[src/asc_pkg.sv]
`default_nettype none
package asc_pkg;
	// Bus geometry
	localparam int ASC_ADDR_W = 20;
	localparam int ASC_DATA_W = 16;
	localparam int ASC_LANE_W = 8;
	// Clock period and device timing, in ns
	localparam int ASC_CLK_PERIOD_NS = 4;
	localparam int ASC_STROBE_TO_FLOAT_NS = 18;
	localparam int ASC_DATA_SETUP_NS = 25;
	localparam int ASC_WRITE_PULSE_NS = 35;
	localparam int ASC_READ_CYCLE_NS = 45;
	localparam int ASC_OE_FLOAT_NS = 18;
	// Least times round up to whole cycles
	localparam int ASC_WR_PULSE_CYC = (((ASC_WRITE_PULSE_NS > ASC_STROBE_TO_FLOAT_NS + ASC_DATA_SETUP_NS) ?
		ASC_WRITE_PULSE_NS : ASC_STROBE_TO_FLOAT_NS + ASC_DATA_SETUP_NS) + ASC_CLK_PERIOD_NS - 1) / ASC_CLK_PERIOD_NS;
	localparam int ASC_RD_CYC = (ASC_READ_CYCLE_NS + ASC_CLK_PERIOD_NS - 1) / ASC_CLK_PERIOD_NS;
	localparam int ASC_FLOAT_CYC = (ASC_OE_FLOAT_NS + ASC_CLK_PERIOD_NS - 1) / ASC_CLK_PERIOD_NS;
	localparam int ASC_SETUP_CYC = (ASC_DATA_SETUP_NS + ASC_CLK_PERIOD_NS - 1) / ASC_CLK_PERIOD_NS;
	localparam int ASC_CNT_W = 8;
	// Edges from a pin change to the settled synchroniser output
	localparam int ASC_SYNC_LAT = 4;
	// Pin group driven to the memory
	typedef struct packed {
		logic chip_select_n;
		logic chip_select_hi;
		logic write_strobe_n;
		logic output_gate_n;
		logic upper_lane_sel_n;
		logic lower_lane_sel_n;
	} asc_ctl_t;
	localparam asc_ctl_t ASC_CTL_IDLE = '{1'b1, 1'b0, 1'b1, 1'b1, 1'b1, 1'b1};
	// User request
	typedef struct packed {
		logic write;
		logic [1:0] lanes;
		logic [ASC_ADDR_W-1:0] addr;
		logic [ASC_DATA_W-1:0] wdata;
	} asc_req_t;
	typedef enum logic [2:0] {
		ASC_IDLE = 3'b000,
		ASC_WSETUP = 3'b001,
		ASC_WPULSE = 3'b011,
		ASC_WHOLD = 3'b010,
		ASC_READ = 3'b110,
		ASC_RFLOAT = 3'b111
	} asc_state_t;
endpackage : asc_pkg
`default_nettype wire

[src/asc_host.sv]
`default_nettype none
// Functional notes
// Write spans overlap of all qualifiers
// Any qualifier deasserting ends the write
// Setup/hold measured from terminating edge
// Output gate high keeps memory floating
// Simultaneous deselect leaves outputs floating
// Never drive while memory drives
// Strobe pulse covers float plus setup
// Both lanes read gives full word
// Lower lane read uses lines 0-7
// Upper lane read uses lines 8-15
// Both lanes write stores full word
// Lower lane write keeps high byte
// Upper lane write keeps low byte
// Don't-care selects held at valid levels
// Deselect floats data, ignores inputs
// Read returns last written lane value
module asc_host import asc_pkg::*; #(
	parameter int WR_PULSE_CYC = ASC_WR_PULSE_CYC,
	parameter int RD_CYC = ASC_RD_CYC,
	parameter int FLOAT_CYC = ASC_FLOAT_CYC
) (
	// Clock and reset
	input wire logic i_clk,
	input wire logic i_reset,
	// User request
	input wire logic i_req_valid,
	input wire asc_req_t i_req,
	output logic o_req_ready,
	// User answer
	output logic o_rd_valid,
	output logic [ASC_DATA_W-1:0] o_rd_data,
	// Memory control pins
	output asc_ctl_t o_ctl,
	output logic [ASC_ADDR_W-1:0] o_addr,
	// Memory data pins, split
	input wire logic [ASC_DATA_W-1:0] i_data,
	output logic [ASC_DATA_W-1:0] o_data,
	output logic [1:0] o_data_oe
);
	// Counts must fit the counter and be at least one cycle, the read count at least two
	initial begin
		if (WR_PULSE_CYC < 1 || WR_PULSE_CYC >= 2 ** ASC_CNT_W || RD_CYC < 2 ||
			RD_CYC + ASC_SYNC_LAT >= 2 ** ASC_CNT_W ||
			FLOAT_CYC < 1 || FLOAT_CYC >= 2 ** ASC_CNT_W) begin
			$error("asc_host: timing count out of range");
		end
	end
	typedef struct packed {
		asc_state_t state;
		logic [ASC_CNT_W-1:0] cnt;
		logic [1:0] lanes;
		logic ready;
		logic rd_valid;
		logic [ASC_DATA_W-1:0] rd_data;
		asc_ctl_t ctl;
		logic [ASC_ADDR_W-1:0] addr;
		logic [ASC_DATA_W-1:0] wdata;
		logic [1:0] oe;
	} asc_host_st_t;
	asc_host_st_t st_r;
	asc_host_st_t st_nxt;
	logic [ASC_DATA_W-1:0] data_sync;
	// Read data comes back from pins outside this clock
	asc_sync3 #(
		.WIDTH(ASC_DATA_W)
	) u_sync (
		.i_clk(i_clk),
		.i_reset(i_reset),
		.i_async(i_data),
		.o_sync(data_sync)
	);
	always_comb begin
		st_nxt = st_r;
		st_nxt.rd_valid = 1'b0;
		case (st_r.state)
			ASC_IDLE: begin
				// Selects stay at a solid idle level, never released
				st_nxt.ctl = ASC_CTL_IDLE;
				st_nxt.oe = 2'b00;
				st_nxt.ready = 1'b1;
				if (st_r.ready && i_req_valid && i_req.lanes != 2'b00) begin
					st_nxt.ready = 1'b0;
					st_nxt.addr = i_req.addr;
					st_nxt.lanes = i_req.lanes;
					st_nxt.wdata = i_req.wdata;
					st_nxt.ctl.chip_select_n = 1'b0;
					st_nxt.ctl.chip_select_hi = 1'b1;
					st_nxt.ctl.upper_lane_sel_n = ~i_req.lanes[1];
					st_nxt.ctl.lower_lane_sel_n = ~i_req.lanes[0];
					st_nxt.cnt = '0;
					if (i_req.write) begin
						// Gate stays high so the memory never drives during a write
						st_nxt.ctl.output_gate_n = 1'b1;
						st_nxt.state = ASC_WSETUP;
					end else begin
						st_nxt.ctl.output_gate_n = 1'b0;
						st_nxt.state = ASC_READ;
					end
				end
			end
			ASC_WSETUP: begin
				// Address settled; drive only selected lanes and open the strobe on the same edge
				st_nxt.oe = st_r.lanes;
				st_nxt.ctl.write_strobe_n = 1'b0;
				st_nxt.cnt = '0;
				st_nxt.state = ASC_WPULSE;
			end
			ASC_WPULSE: begin
				// Pulse long enough for float plus data setup
				if (st_r.cnt == ASC_CNT_W'(WR_PULSE_CYC - 1)) begin
					st_nxt.ctl.write_strobe_n = 1'b1;
					st_nxt.state = ASC_WHOLD;
				end else begin
					st_nxt.cnt = st_r.cnt + 1'b1;
				end
			end
			ASC_WHOLD: begin
				// Strobe terminates; data held one cycle past that edge
				st_nxt.oe = 2'b00;
				st_nxt.ctl = ASC_CTL_IDLE;
				st_nxt.state = ASC_IDLE;
			end
			ASC_READ: begin
				// Gate held low until the pins have passed the synchroniser
				if (st_r.cnt == ASC_CNT_W'(RD_CYC + ASC_SYNC_LAT - 1)) begin
					// Sample through synchroniser, keep only selected lanes
					for (int b = 0; b < 2; b++) begin
						st_nxt.rd_data[b*ASC_LANE_W +: ASC_LANE_W] = st_r.lanes[b] ?
							data_sync[b*ASC_LANE_W +: ASC_LANE_W] : '0;
					end
					st_nxt.rd_valid = 1'b1;
					// Chip selects and gate drop together: memory floats cleanly
					st_nxt.ctl = ASC_CTL_IDLE;
					st_nxt.cnt = '0;
					st_nxt.state = ASC_RFLOAT;
				end else begin
					st_nxt.cnt = st_r.cnt + 1'b1;
				end
			end
			ASC_RFLOAT: begin
				// Wait out the float time before any later write drives
				if (st_r.cnt == ASC_CNT_W'(FLOAT_CYC - 1)) begin
					st_nxt.state = ASC_IDLE;
					st_nxt.ready = 1'b1;
				end else begin
					st_nxt.cnt = st_r.cnt + 1'b1;
				end
			end
			default: begin
				st_nxt.state = ASC_IDLE;
				st_nxt.ctl = ASC_CTL_IDLE;
				st_nxt.oe = 2'b00;
			end
		endcase
	end
	always_ff @(posedge i_clk) begin
		if (i_reset) begin
			st_r <= '0;
			st_r.state <= ASC_IDLE;
			st_r.ctl <= ASC_CTL_IDLE;
		end else begin
			st_r <= st_nxt;
		end
	end
	// All pins straight from state flops
	assign o_req_ready = st_r.ready;
	assign o_rd_valid = st_r.rd_valid;
	assign o_rd_data = st_r.rd_data;
	assign o_ctl = st_r.ctl;
	assign o_addr = st_r.addr;
	assign o_data = st_r.wdata;
	assign o_data_oe = st_r.oe;
endmodule : asc_host
`default_nettype wire

[src/asc_sync3.sv]
`default_nettype none
module asc_sync3 import asc_pkg::*; #(
	parameter int WIDTH = 16
) (
	// Clock and reset
	input wire logic i_clk,
	input wire logic i_reset,
	// Asynchronous pins in, settled value out
	input wire logic [WIDTH-1:0] i_async,
	output logic [WIDTH-1:0] o_sync
);
	typedef struct packed {
		logic [WIDTH-1:0] s1;
		logic [WIDTH-1:0] s2;
		logic [WIDTH-1:0] s3;
		logic [WIDTH-1:0] val;
	} asc_sync_st_t;
	asc_sync_st_t st_r;
	asc_sync_st_t st_nxt;
	// First stage feeds only the second; accept once second and third agree
	always_comb begin
		st_nxt = st_r;
		st_nxt.s1 = i_async;
		st_nxt.s2 = st_r.s1;
		st_nxt.s3 = st_r.s2;
		for (int i = 0; i < WIDTH; i++) begin
			if (st_r.s2[i] == st_r.s3[i]) begin
				st_nxt.val[i] = st_r.s3[i];
			end
		end
	end
	always_ff @(posedge i_clk) begin
		if (i_reset) begin
			st_r <= '0;
		end else begin
			st_r <= st_nxt;
		end
	end
	assign o_sync = st_r.val;
endmodule : asc_sync3
`default_nettype wire

[config.mk]
export PLATFORM = sky130hd
export DESIGN_NAME = asc_host
export DESIGN_NICKNAME = d
export VERILOG_FILES = /design/src/asc_pkg.sv /design/src/asc_host.sv /design/src/asc_sync3.sv
export SDC_FILE = /design/constraint.sdc
export NUM_CORES = 1
export LEC_CHECK = 0
export ABC_AREA = 1
export ABC_CLOCK_PERIOD_IN_PS = 3000
export BUFFER_PORTS_ARGS = -buffer_cell sky130_fd_sc_hd__buf_2
export CAP_MARGIN = 20
export CORE_UTILIZATION = 40
export DETAILED_ROUTE_END_ITERATION = 12
export GPL_ROUTABILITY_DRIVEN = 0
export HOLD_SLACK_MARGIN = 0.03
export SLEW_MARGIN = 40
export SYNTH_ARGS = -nofsm -noshare
export SYNTH_HDL_FRONTEND = slang
export SYNTH_SLANG_ARGS = --single-unit
[constraint.sdc]
create_clock -name i_clk -period 3 [get_ports i_clk]
set_input_delay 0.6 -clock i_clk [delete_from_list [all_inputs] [get_ports i_clk]]
set_output_delay 0.6 -clock i_clk [all_outputs]
set_load 0.02 [all_outputs]
==> impl_metrics.csv, run 1 <==
group,metric,value,unit
clock_network,clk_root_buffer_cell,"sky130_fd_sc_hd__clkbuf_16",
global_routing,groute.usage.overall,16.6,%
die,rows,42,
pwr,power.internal,3.35,mW
route,drcViolationCount,0,
sta,timing.slew.headroom,50.7,%
job,cap_viol_max_count,0,
route,dr.pass1.iters,4,
final_layout,final_common_cell,"sky130_fd_sc_hd__nor2_1",
final_layout,layout.nets,813,
yosys,post_synth_inst_count,698,
clock_network,post_cts.repair.setup_buffers,0,
critical_path,timing.critical_path.required,3.37,ns
die,die-area,14000,um2
sta,finalCriticalPeriod,1.74,ns
critical_path,path_max_fanout,17,
yosys,synth_cell_types,27,
final_layout,post_route_cells_drive_above_1_share,21.7,%
sta,timing_worst_slew_pin_value,0.740,ns
clock_network,holdBufCountCts,0,
outcome,status,"finished, final reports clean",
pwr,sw_power,0.965,mW
die,fp.dieW,118,um
die,floorplan.io_pins,120,
yosys,syn_area,5420,um2
critical_path,cp_cell_sequence,"ha_1 > nand3_2 > nor2_4 > nand2_4 > nor2_8 > nand3_1 > nand2_1",
pwr,total_power,4.32,mW
yosys,seq_area_frac_synth,51.3,%
sta,max_clock_freq,574,MHz
clock_network,cts_tree,"yes",
pwr,pwr_cell_area,685,nW/um2
pwr,pwr-share-clk,48.6,%
global_routing,pin_count_of_the_biggest_net_entering_global_routing,67,
yosys,syn-num-nets,759,
sta,final-hold-violation-count,0,
die,die-height,118,um
pwr,power.sequential.fraction,45.1,%
sta,final.setup.tns,0,ns
yosys,syn_avg_cell_area,7.77,um2
pwr,leakage,2.94,nW
sta,rsz0062_at_grt,"no",
sta,report.final.slew_viol_count,0,
die,design.core.area,13200,um2
route,detail-route-antenna-nets,0,
critical_path,critical_path_arrival,2.11,ns
global_routing,number_of_global_route_vias_before_repair,4126,
clock_network,tritoncts.num_buffers,17,
final_layout,post_layout_nonfiller_instances,940,
pwr,combinational_group_share_of_total_power,6.3,%
final_layout,area.growth.synth_to_final,16.2,%
hold_path,worst_hold_path_class,"primary input to flop",
pwr,vdd_drop_max,0.298,mV
clock_network,clk_pin_slew_worst_paths,0.06,ns
route,drt_iter0_drc,266,
critical_path,critical_path.startpoint_type,"flop",
route,routedWlPerCell,11.8,um
sta,layout_worst_path_cycle_share,58.1,%
place,placedCellCount,909,
yosys,synth-seq-cells,139,
global_routing,global_route_wire_length_before_repair,18.7,mm
die,initial_utilization,40.9,%
route,num_vias,4338,
place,numPortBuffers,119,
sta,fin_skew,0.0136,ns
global_routing,overflow,0,
clock_network,clockBufferDepth,2,
final_layout,final.fill_count,1338,
final_layout,most-common-layout-cells,"sky130_fd_sc_hd__nor2_1 (166), sky130_fd_sc_hd__dfxtp_1 (139), sky130_fd_sc_hd__buf_2 (119)",
clock_network,cts_max_level,4,
critical_path,critPathMaxStageDelay,0.41,ns
pwr,switching_share,22.4,%
yosys,yosysWarningCount,0,
final_layout,antenna-diode-count,0,
critical_path,critical_path_class,"flop to flop",
clock_network,cts_num_sinks,139,
route,routed_wirelength,11.1,mm
sta,count_of_final_setup_violators,0,
clock_network,ctsResizeCount,0,
critical_path,setup.worst_path.end_class,"flop",
clock_network,clk-insertion-delay-late,0.42,ns
critical_path,crit_slowest_cell,"sky130_fd_sc_hd__dfxtp_1",
global_routing,antenna_found_initial,0,
route,vias_per_cell,4.61,
place,dp_hpwl,7.35,mm
## synth_stat cells
| master | count | share of area [%] |
|---|---|---|
| sky130_fd_sc_hd__o21ai_1 | 2 | 0.18 |
| sky130_fd_sc_hd__nor2_1 | 166 | 11 |
| sky130_fd_sc_hd__inv_1 | 66 | 4.6 |
| sky130_fd_sc_hd__buf_2 | 6 | 0.55 |
| sky130_fd_sc_hd__o21ai_0 | 59 | 5.4 |
| sky130_fd_sc_hd__o21bai_1 | 1 | 0.14 |
| sky130_fd_sc_hd__nand3_1 | 45 | 4.2 |
| sky130_fd_sc_hd__dfxtp_1 | 139 | 51 |
| sky130_fd_sc_hd__nor2_2 | 1 | 0.12 |
| sky130_fd_sc_hd__ha_1 | 3 | 0.69 |
| sky130_fd_sc_hd__buf_1 | 4 | 0.28 |
| sky130_fd_sc_hd__nand2_4 | 1 | 0.21 |
| sky130_fd_sc_hd__nand4_1 | 4 | 0.46 |
| sky130_fd_sc_hd__nand2_1 | 73 | 5.1 |
| sky130_fd_sc_hd__a211oi_1 | 1 | 0.14 |
| sky130_fd_sc_hd__xor2_1 | 1 | 0.16 |
| sky130_fd_sc_hd__buf_4 | 61 | 8.4 |
| sky130_fd_sc_hd__inv_2 | 3 | 0.21 |
| sky130_fd_sc_hd__nor2_4 | 1 | 0.21 |
| sky130_fd_sc_hd__nand2_2 | 1 | 0.12 |
| sky130_fd_sc_hd__o211ai_1 | 3 | 0.42 |
| sky130_fd_sc_hd__clkinv_1 | 1 | 0.069 |
| sky130_fd_sc_hd__a21oi_1 | 35 | 3.2 |
| sky130_fd_sc_hd__nand3_2 | 4 | 0.74 |
| sky130_fd_sc_hd__buf_6 | 1 | 0.21 |
| sky130_fd_sc_hd__nor2_8 | 1 | 0.37 |
| sky130_fd_sc_hd__clkbuf_1 | 15 | 1.0 |
## stage by stage
stage                     worst slack [ns]  hold slack, ns  utilization [%]  instance area, um2
after floorplan                       1.48           0.388                -                5420
after detailed placement             0.975           0.394             43.1                5700
after global routing                  1.05           0.390             47.6                6300
final                                 1.26           0.378             47.6                6300
after CTS                             1.20           0.363             47.6                6300
after global placement                1.10           0.391             43.1                5700
## flip-flops by register name, summed over array words and instances, names as in the netlist
| name | flops |
|---|---|
| u_sync.st_nxt | 32 |
| o_addr | 20 |
| o_data | 16 |
| o_rd_data | 16 |
| u_sync.o_sync | 16 |
| u_sync.st_r | 16 |
| st_r | 13 |
| o_ctl | 6 |
| o_data_oe | 2 |
| o_rd_valid | 1 |
| o_req_ready | 1 |
## worst max-delay path, delay by kind of cell (launching register included)
family	cells	cell delay, ns
fa+ha+maj	1	0.27
flops	1	0.41
simple gates	6	1.02
## power by group through the flow
| stage | sequential (mW) | combinational [mW] | clock, mW |
|---|---|---|---|
| floorplan | 1.98 | 0.222 | 0 |
| global placement | 1.98 | 0.268 | 0 |
| detailed placement | 1.99 | 0.273 | 0 |
| CTS | 1.95 | 0.275 | 2.15 |
| global route | 1.95 | 0.306 | 2.23 |
| finish | 1.95 | 0.273 | 2.10 |
## path summary, 6_finish.rpt
kind                           startpoint                            to  slack, ns  cells past startpoint
max                 st_r[65]$_SDFFE_PP0P_     o_rd_data[6]$_SDFFE_PP0P_       1.26                      7
min                             i_data[3]  u_sync.st_nxt[35]$_SDFF_PP0_       0.38                      3
max reg2reg         st_r[65]$_SDFFE_PP0P_     o_rd_data[6]$_SDFFE_PP0P_       1.26                      7
min reg2reg  u_sync.st_nxt[46]$_SDFF_PP0_  u_sync.st_nxt[30]$_SDFF_PP0_       0.40                      2
## layer usage
| layer | share of wire [%] | track usage, % | vias up |
|---|---|---|---|
| met1 | 47 | 20.0 | 1957 |
| met2 | 46 | 26.8 | 122 |
| li1 | - | - | 2243 |
| met3 | 5.8 | 4.78 | 16 |
| met5 | 0 | 0 | - |
| met4 | 1.8 | 8.54 | 0 |
## cell type report
class	count	area, um2	share of cell area [%]
multi-input cells	402	1810	28.7
clock inverters	12	146	2.32
flip-flops and latches	139	2780	44.2
clock buffers	19	453	7.19
repair buffers	122	631	10.0
well taps	176	220	3.49
inverters	70	263	4.17
## cells by family (layout without fill, tap and decap cells)
family / count (synthesis) / in the layout / synth area share (%)
adder cells (fa/ha/maj): 3 / 3 / 0.692
AO/OA/AOI/OAI: 101 / 101 / 9.55
buffers and inverters: 157 / 223 / 15.4
XOR/XNOR: 1 / 1 / 0.162
flip-flops: 139 / 139 / 51.3
AND/OR/NAND/NOR: 297 / 297 / 22.9
(Power assumes the default switching activity.)
==> run 2, diff against run 1 <==
- ABC_CLOCK_PERIOD_IN_PS: 3000 -> 1400
- clock period: 3 -> 1.4 ns (I/O delays scaled with it)
==> run 2 against run 1 <==
  * The flow now finishes with violations (setup timing)
  * Sequential share of layout area down 3.7 points
  * Critical path type unchanged
  * Clock skew decreased by 0.0081 ns
  * Cell count grew 3.9%
  * Worst setup slack worse by 1.3 ns
  * Maximum frequency grew 22%
  * Flip-flop and latch count did not move
  * Hold slack worse by 0.32 ns
  * Sequential power increased by 110%
  * Power is 130% higher
  * First-iteration DRC count down 21%
  * Count of clock-buffer cells in the layout is 2 higher
  * Clock power up 130%
==> impl_metrics.csv, run 2 (same netlist as run 1, synthesis figures left out) <==
group,metric,value,unit
die,rows,42,
outcome,status,"complete, but fails checks",
pwr,sw_power,2.09,mW
critical_path,setup.worst_path.end_class,"flop",
clock_network,clk-insertion-delay-late,0.41,ns
pwr,pwr-share-clk,50.5,%
critical_path,critical_path.startpoint_type,"flop",
hold_path,worst_hold_path_class,"primary input to flop",
die,floorplan.io_pins,120,
clock_network,clockBufferDepth,2,
critical_path,critical_path_class,"flop to flop",
outcome,violated_checks,"setup timing",
final_layout,largest_register_ffs,32,
final_layout,final_common_cell,"sky130_fd_sc_hd__nor2_1",
route,dr.pass1.iters,6,
route,drt_iter0_drc,210,
die,die-area,14000,um2
route,routed_wirelength,11.8,mm
sta,timing_worst_slew_pin_value,0.521,ns
place,dp_hpwl,7.68,mm
clock_network,clk_root_buffer_cell,"sky130_fd_sc_hd__clkbuf_16",
clock_network,clk_pin_slew_worst_paths,0.06,ns
global_routing,pin_count_of_the_biggest_net_entering_global_routing,40,
global_routing,groute.usage.overall,17.0,%
route,met2RoutedLength,5.63,mm
sta,timing.slew.headroom,65.2,%
hold_path,hold_path.startpoint,"i_data[8]",
global_routing,number_of_global_route_vias_before_repair,4139,
final_layout,antenna-diode-count,0,
clock_network,cts_max_level,4,
critical_path,path_buf_inv,0,
critical_path,timing.critical_path.required,1.73,ns
clock_network,cts_tree,"yes",
final_layout,final.fill_count,1275,
route,drcViolationCount,0,
critical_path,critPathMaxStageDelay,0.32,ns
pwr,combinational_group_share_of_total_power,6.7,%
final_layout,layout.nets,849,
route,routedWlPerCell,12.1,um
route,met1Wirelength,5.25,mm
route,vias_per_cell,4.59,
pwr,power.internal,7.65,mW
pwr,total_power,9.74,mW
place,placedCellCount,935,
global_routing,overflow,0,
sta,fin_skew,0.00549,ns
critical_path,crit_slowest_cell,"sky130_fd_sc_hd__dfxtp_1",
sta,fin_ws,-0.0281,ns
sta,final-hold-violation-count,0,
critical_path,critical_path.startpoint,"st_r[70]$_SDFFE_PP0P_",
clock_network,holdBufCountCts,0,
sta,layout_worst_path_cycle_share,102,%
clock_network,cts_num_sinks,139,
die,fp.dieW,118,um
die,die-height,118,um
clock_network,tritoncts.num_buffers,17,
global_routing,antenna_found_initial,0,
pwr,switching_share,21.5,%
sta,report.final.slew_viol_count,0,
final_layout,post_layout_nonfiller_instances,977,
route,num_vias,4487,
pwr,leakage,3.21,nW
die,design.core.area,13200,um2
sta,max_clock_freq,700,MHz
final_layout,post_route_cells_drive_above_1_share,30.3,%
place,numPortBuffers,119,
sta,count_of_final_setup_violators,2,
pwr,vdd_drop_max,0.843,mV
final_layout,most-common-layout-cells,"sky130_fd_sc_hd__nor2_1 (153), sky130_fd_sc_hd__dfxtp_1 (132), sky130_fd_sc_hd__buf_2 (119)",
critical_path,cp_cell_sequence,"nor2_2 > nand2_4 > nor2_4 > nor2_2 > nor2_2 > nand3_1 > a21oi_2",
global_routing,global_route_wire_length_before_repair,19.0,mm
critical_path,worst_path_most_repeated_cell,"sky130_fd_sc_hd__nor2_2",
critical_path,critical_path_arrival,1.76,ns
job,cap_viol_max_count,0,
route,route.met3.wl,647,um
route,topRoutingLayerUsed,"met4",
final_layout,final_core_utilization,52.2,%
critical_path,critical_path.reg2reg.startpoint,"st_r[70]$_SDFFE_PP0P_",
pwr,pwr_cell_area,1410,nW/um2
place,pre_cts_slack,-0.156,ns
route,detail-route-antenna-nets,0,
final_layout,area.growth.synth_to_final,27.5,%
sta,rsz0062_at_grt,"yes",
critical_path,path_delay_family,"simple AND/OR/NAND/NOR gates",
critical_path,path_max_fanout,6,
sta,finalCriticalPeriod,1.43,ns
pwr,power.sequential.fraction,42.8,%
die,initial_utilization,40.9,%
-- run 2: metrics by stage --
step,instance area [um2],setup TNS [ns],hold slack (ns)
floorplan,5430,-0.0588,0.387
global placement,5930,-2.16,0.389
detailed placement,5930,-3.82,0.392
CTS,6690,-0.0577,0.0477
global route,6910,-0.981,0.0612
finish,6910,-0.0324,0.0621
-- run 2: path summary, 6_finish.rpt --
path | end | slack [ns] | cells past startpoint
setup / recovery | st_r[72]$_SDFFE_PP0P_ | -0.03 | 7
hold / removal | u_sync.st_nxt[40]$_SDFF_PP0_ | 0.06 | 3
setup reg to reg | st_r[72]$_SDFFE_PP0P_ | -0.03 | 7
hold reg to reg | u_sync.st_nxt[20]$_SDFF_PP0_ | 0.40 | 2
-- run 2: cell type report --
class	instances	area, um2	area share (%)
timing repair buffer	156	943	13.6
inverter	70	268	3.87
clock buffer	21	470	6.80
clock inverter	11	189	2.73
tap	176	220	3.18
sequential	139	2800	40.4
multi-input combinational	404	2030	29.3
-- run 2: repair_timing --
item | 4_1_cts | 5_1_grt
gates cloned | 2 | 1
pin swaps | 9 | 21
resized for setup | 18 | 49
endpoints found under the setup margin | 36 | 70
buffers inserted | 3 | 4
-- run 2: worst reg2reg max path: stages, from the launching register on --
cell	delay, ns
sky130_fd_sc_hd__dfxtp_1	0.32
sky130_fd_sc_hd__nor2_2	0.16
sky130_fd_sc_hd__nand2_4	0.12
sky130_fd_sc_hd__nor2_4	0.18
sky130_fd_sc_hd__nor2_2	0.08
sky130_fd_sc_hd__nor2_2	0.19
sky130_fd_sc_hd__nand3_1	0.13
sky130_fd_sc_hd__a21oi_2	0.17
-- run 2: power groups by stage --
stage               registers [mW]  clock network, mW  logic (mW)
CTS                           4.17               5.04       0.629
finish                        4.16               4.92       0.651
global placement              4.25                  0       0.608
detailed placement            4.25                  0       0.620
global route                  4.18               5.22       0.726
floorplan                     4.23                  0       0.476
-- run 2: per-layer routing --
metal / up-vias / GRT usage, %
li1: 2306 / -
met4: 0 / 7.91
met3: 22 / 5.16
met2: 125 / 27.8
met5: - / 0
met1: 2034 / 20.5
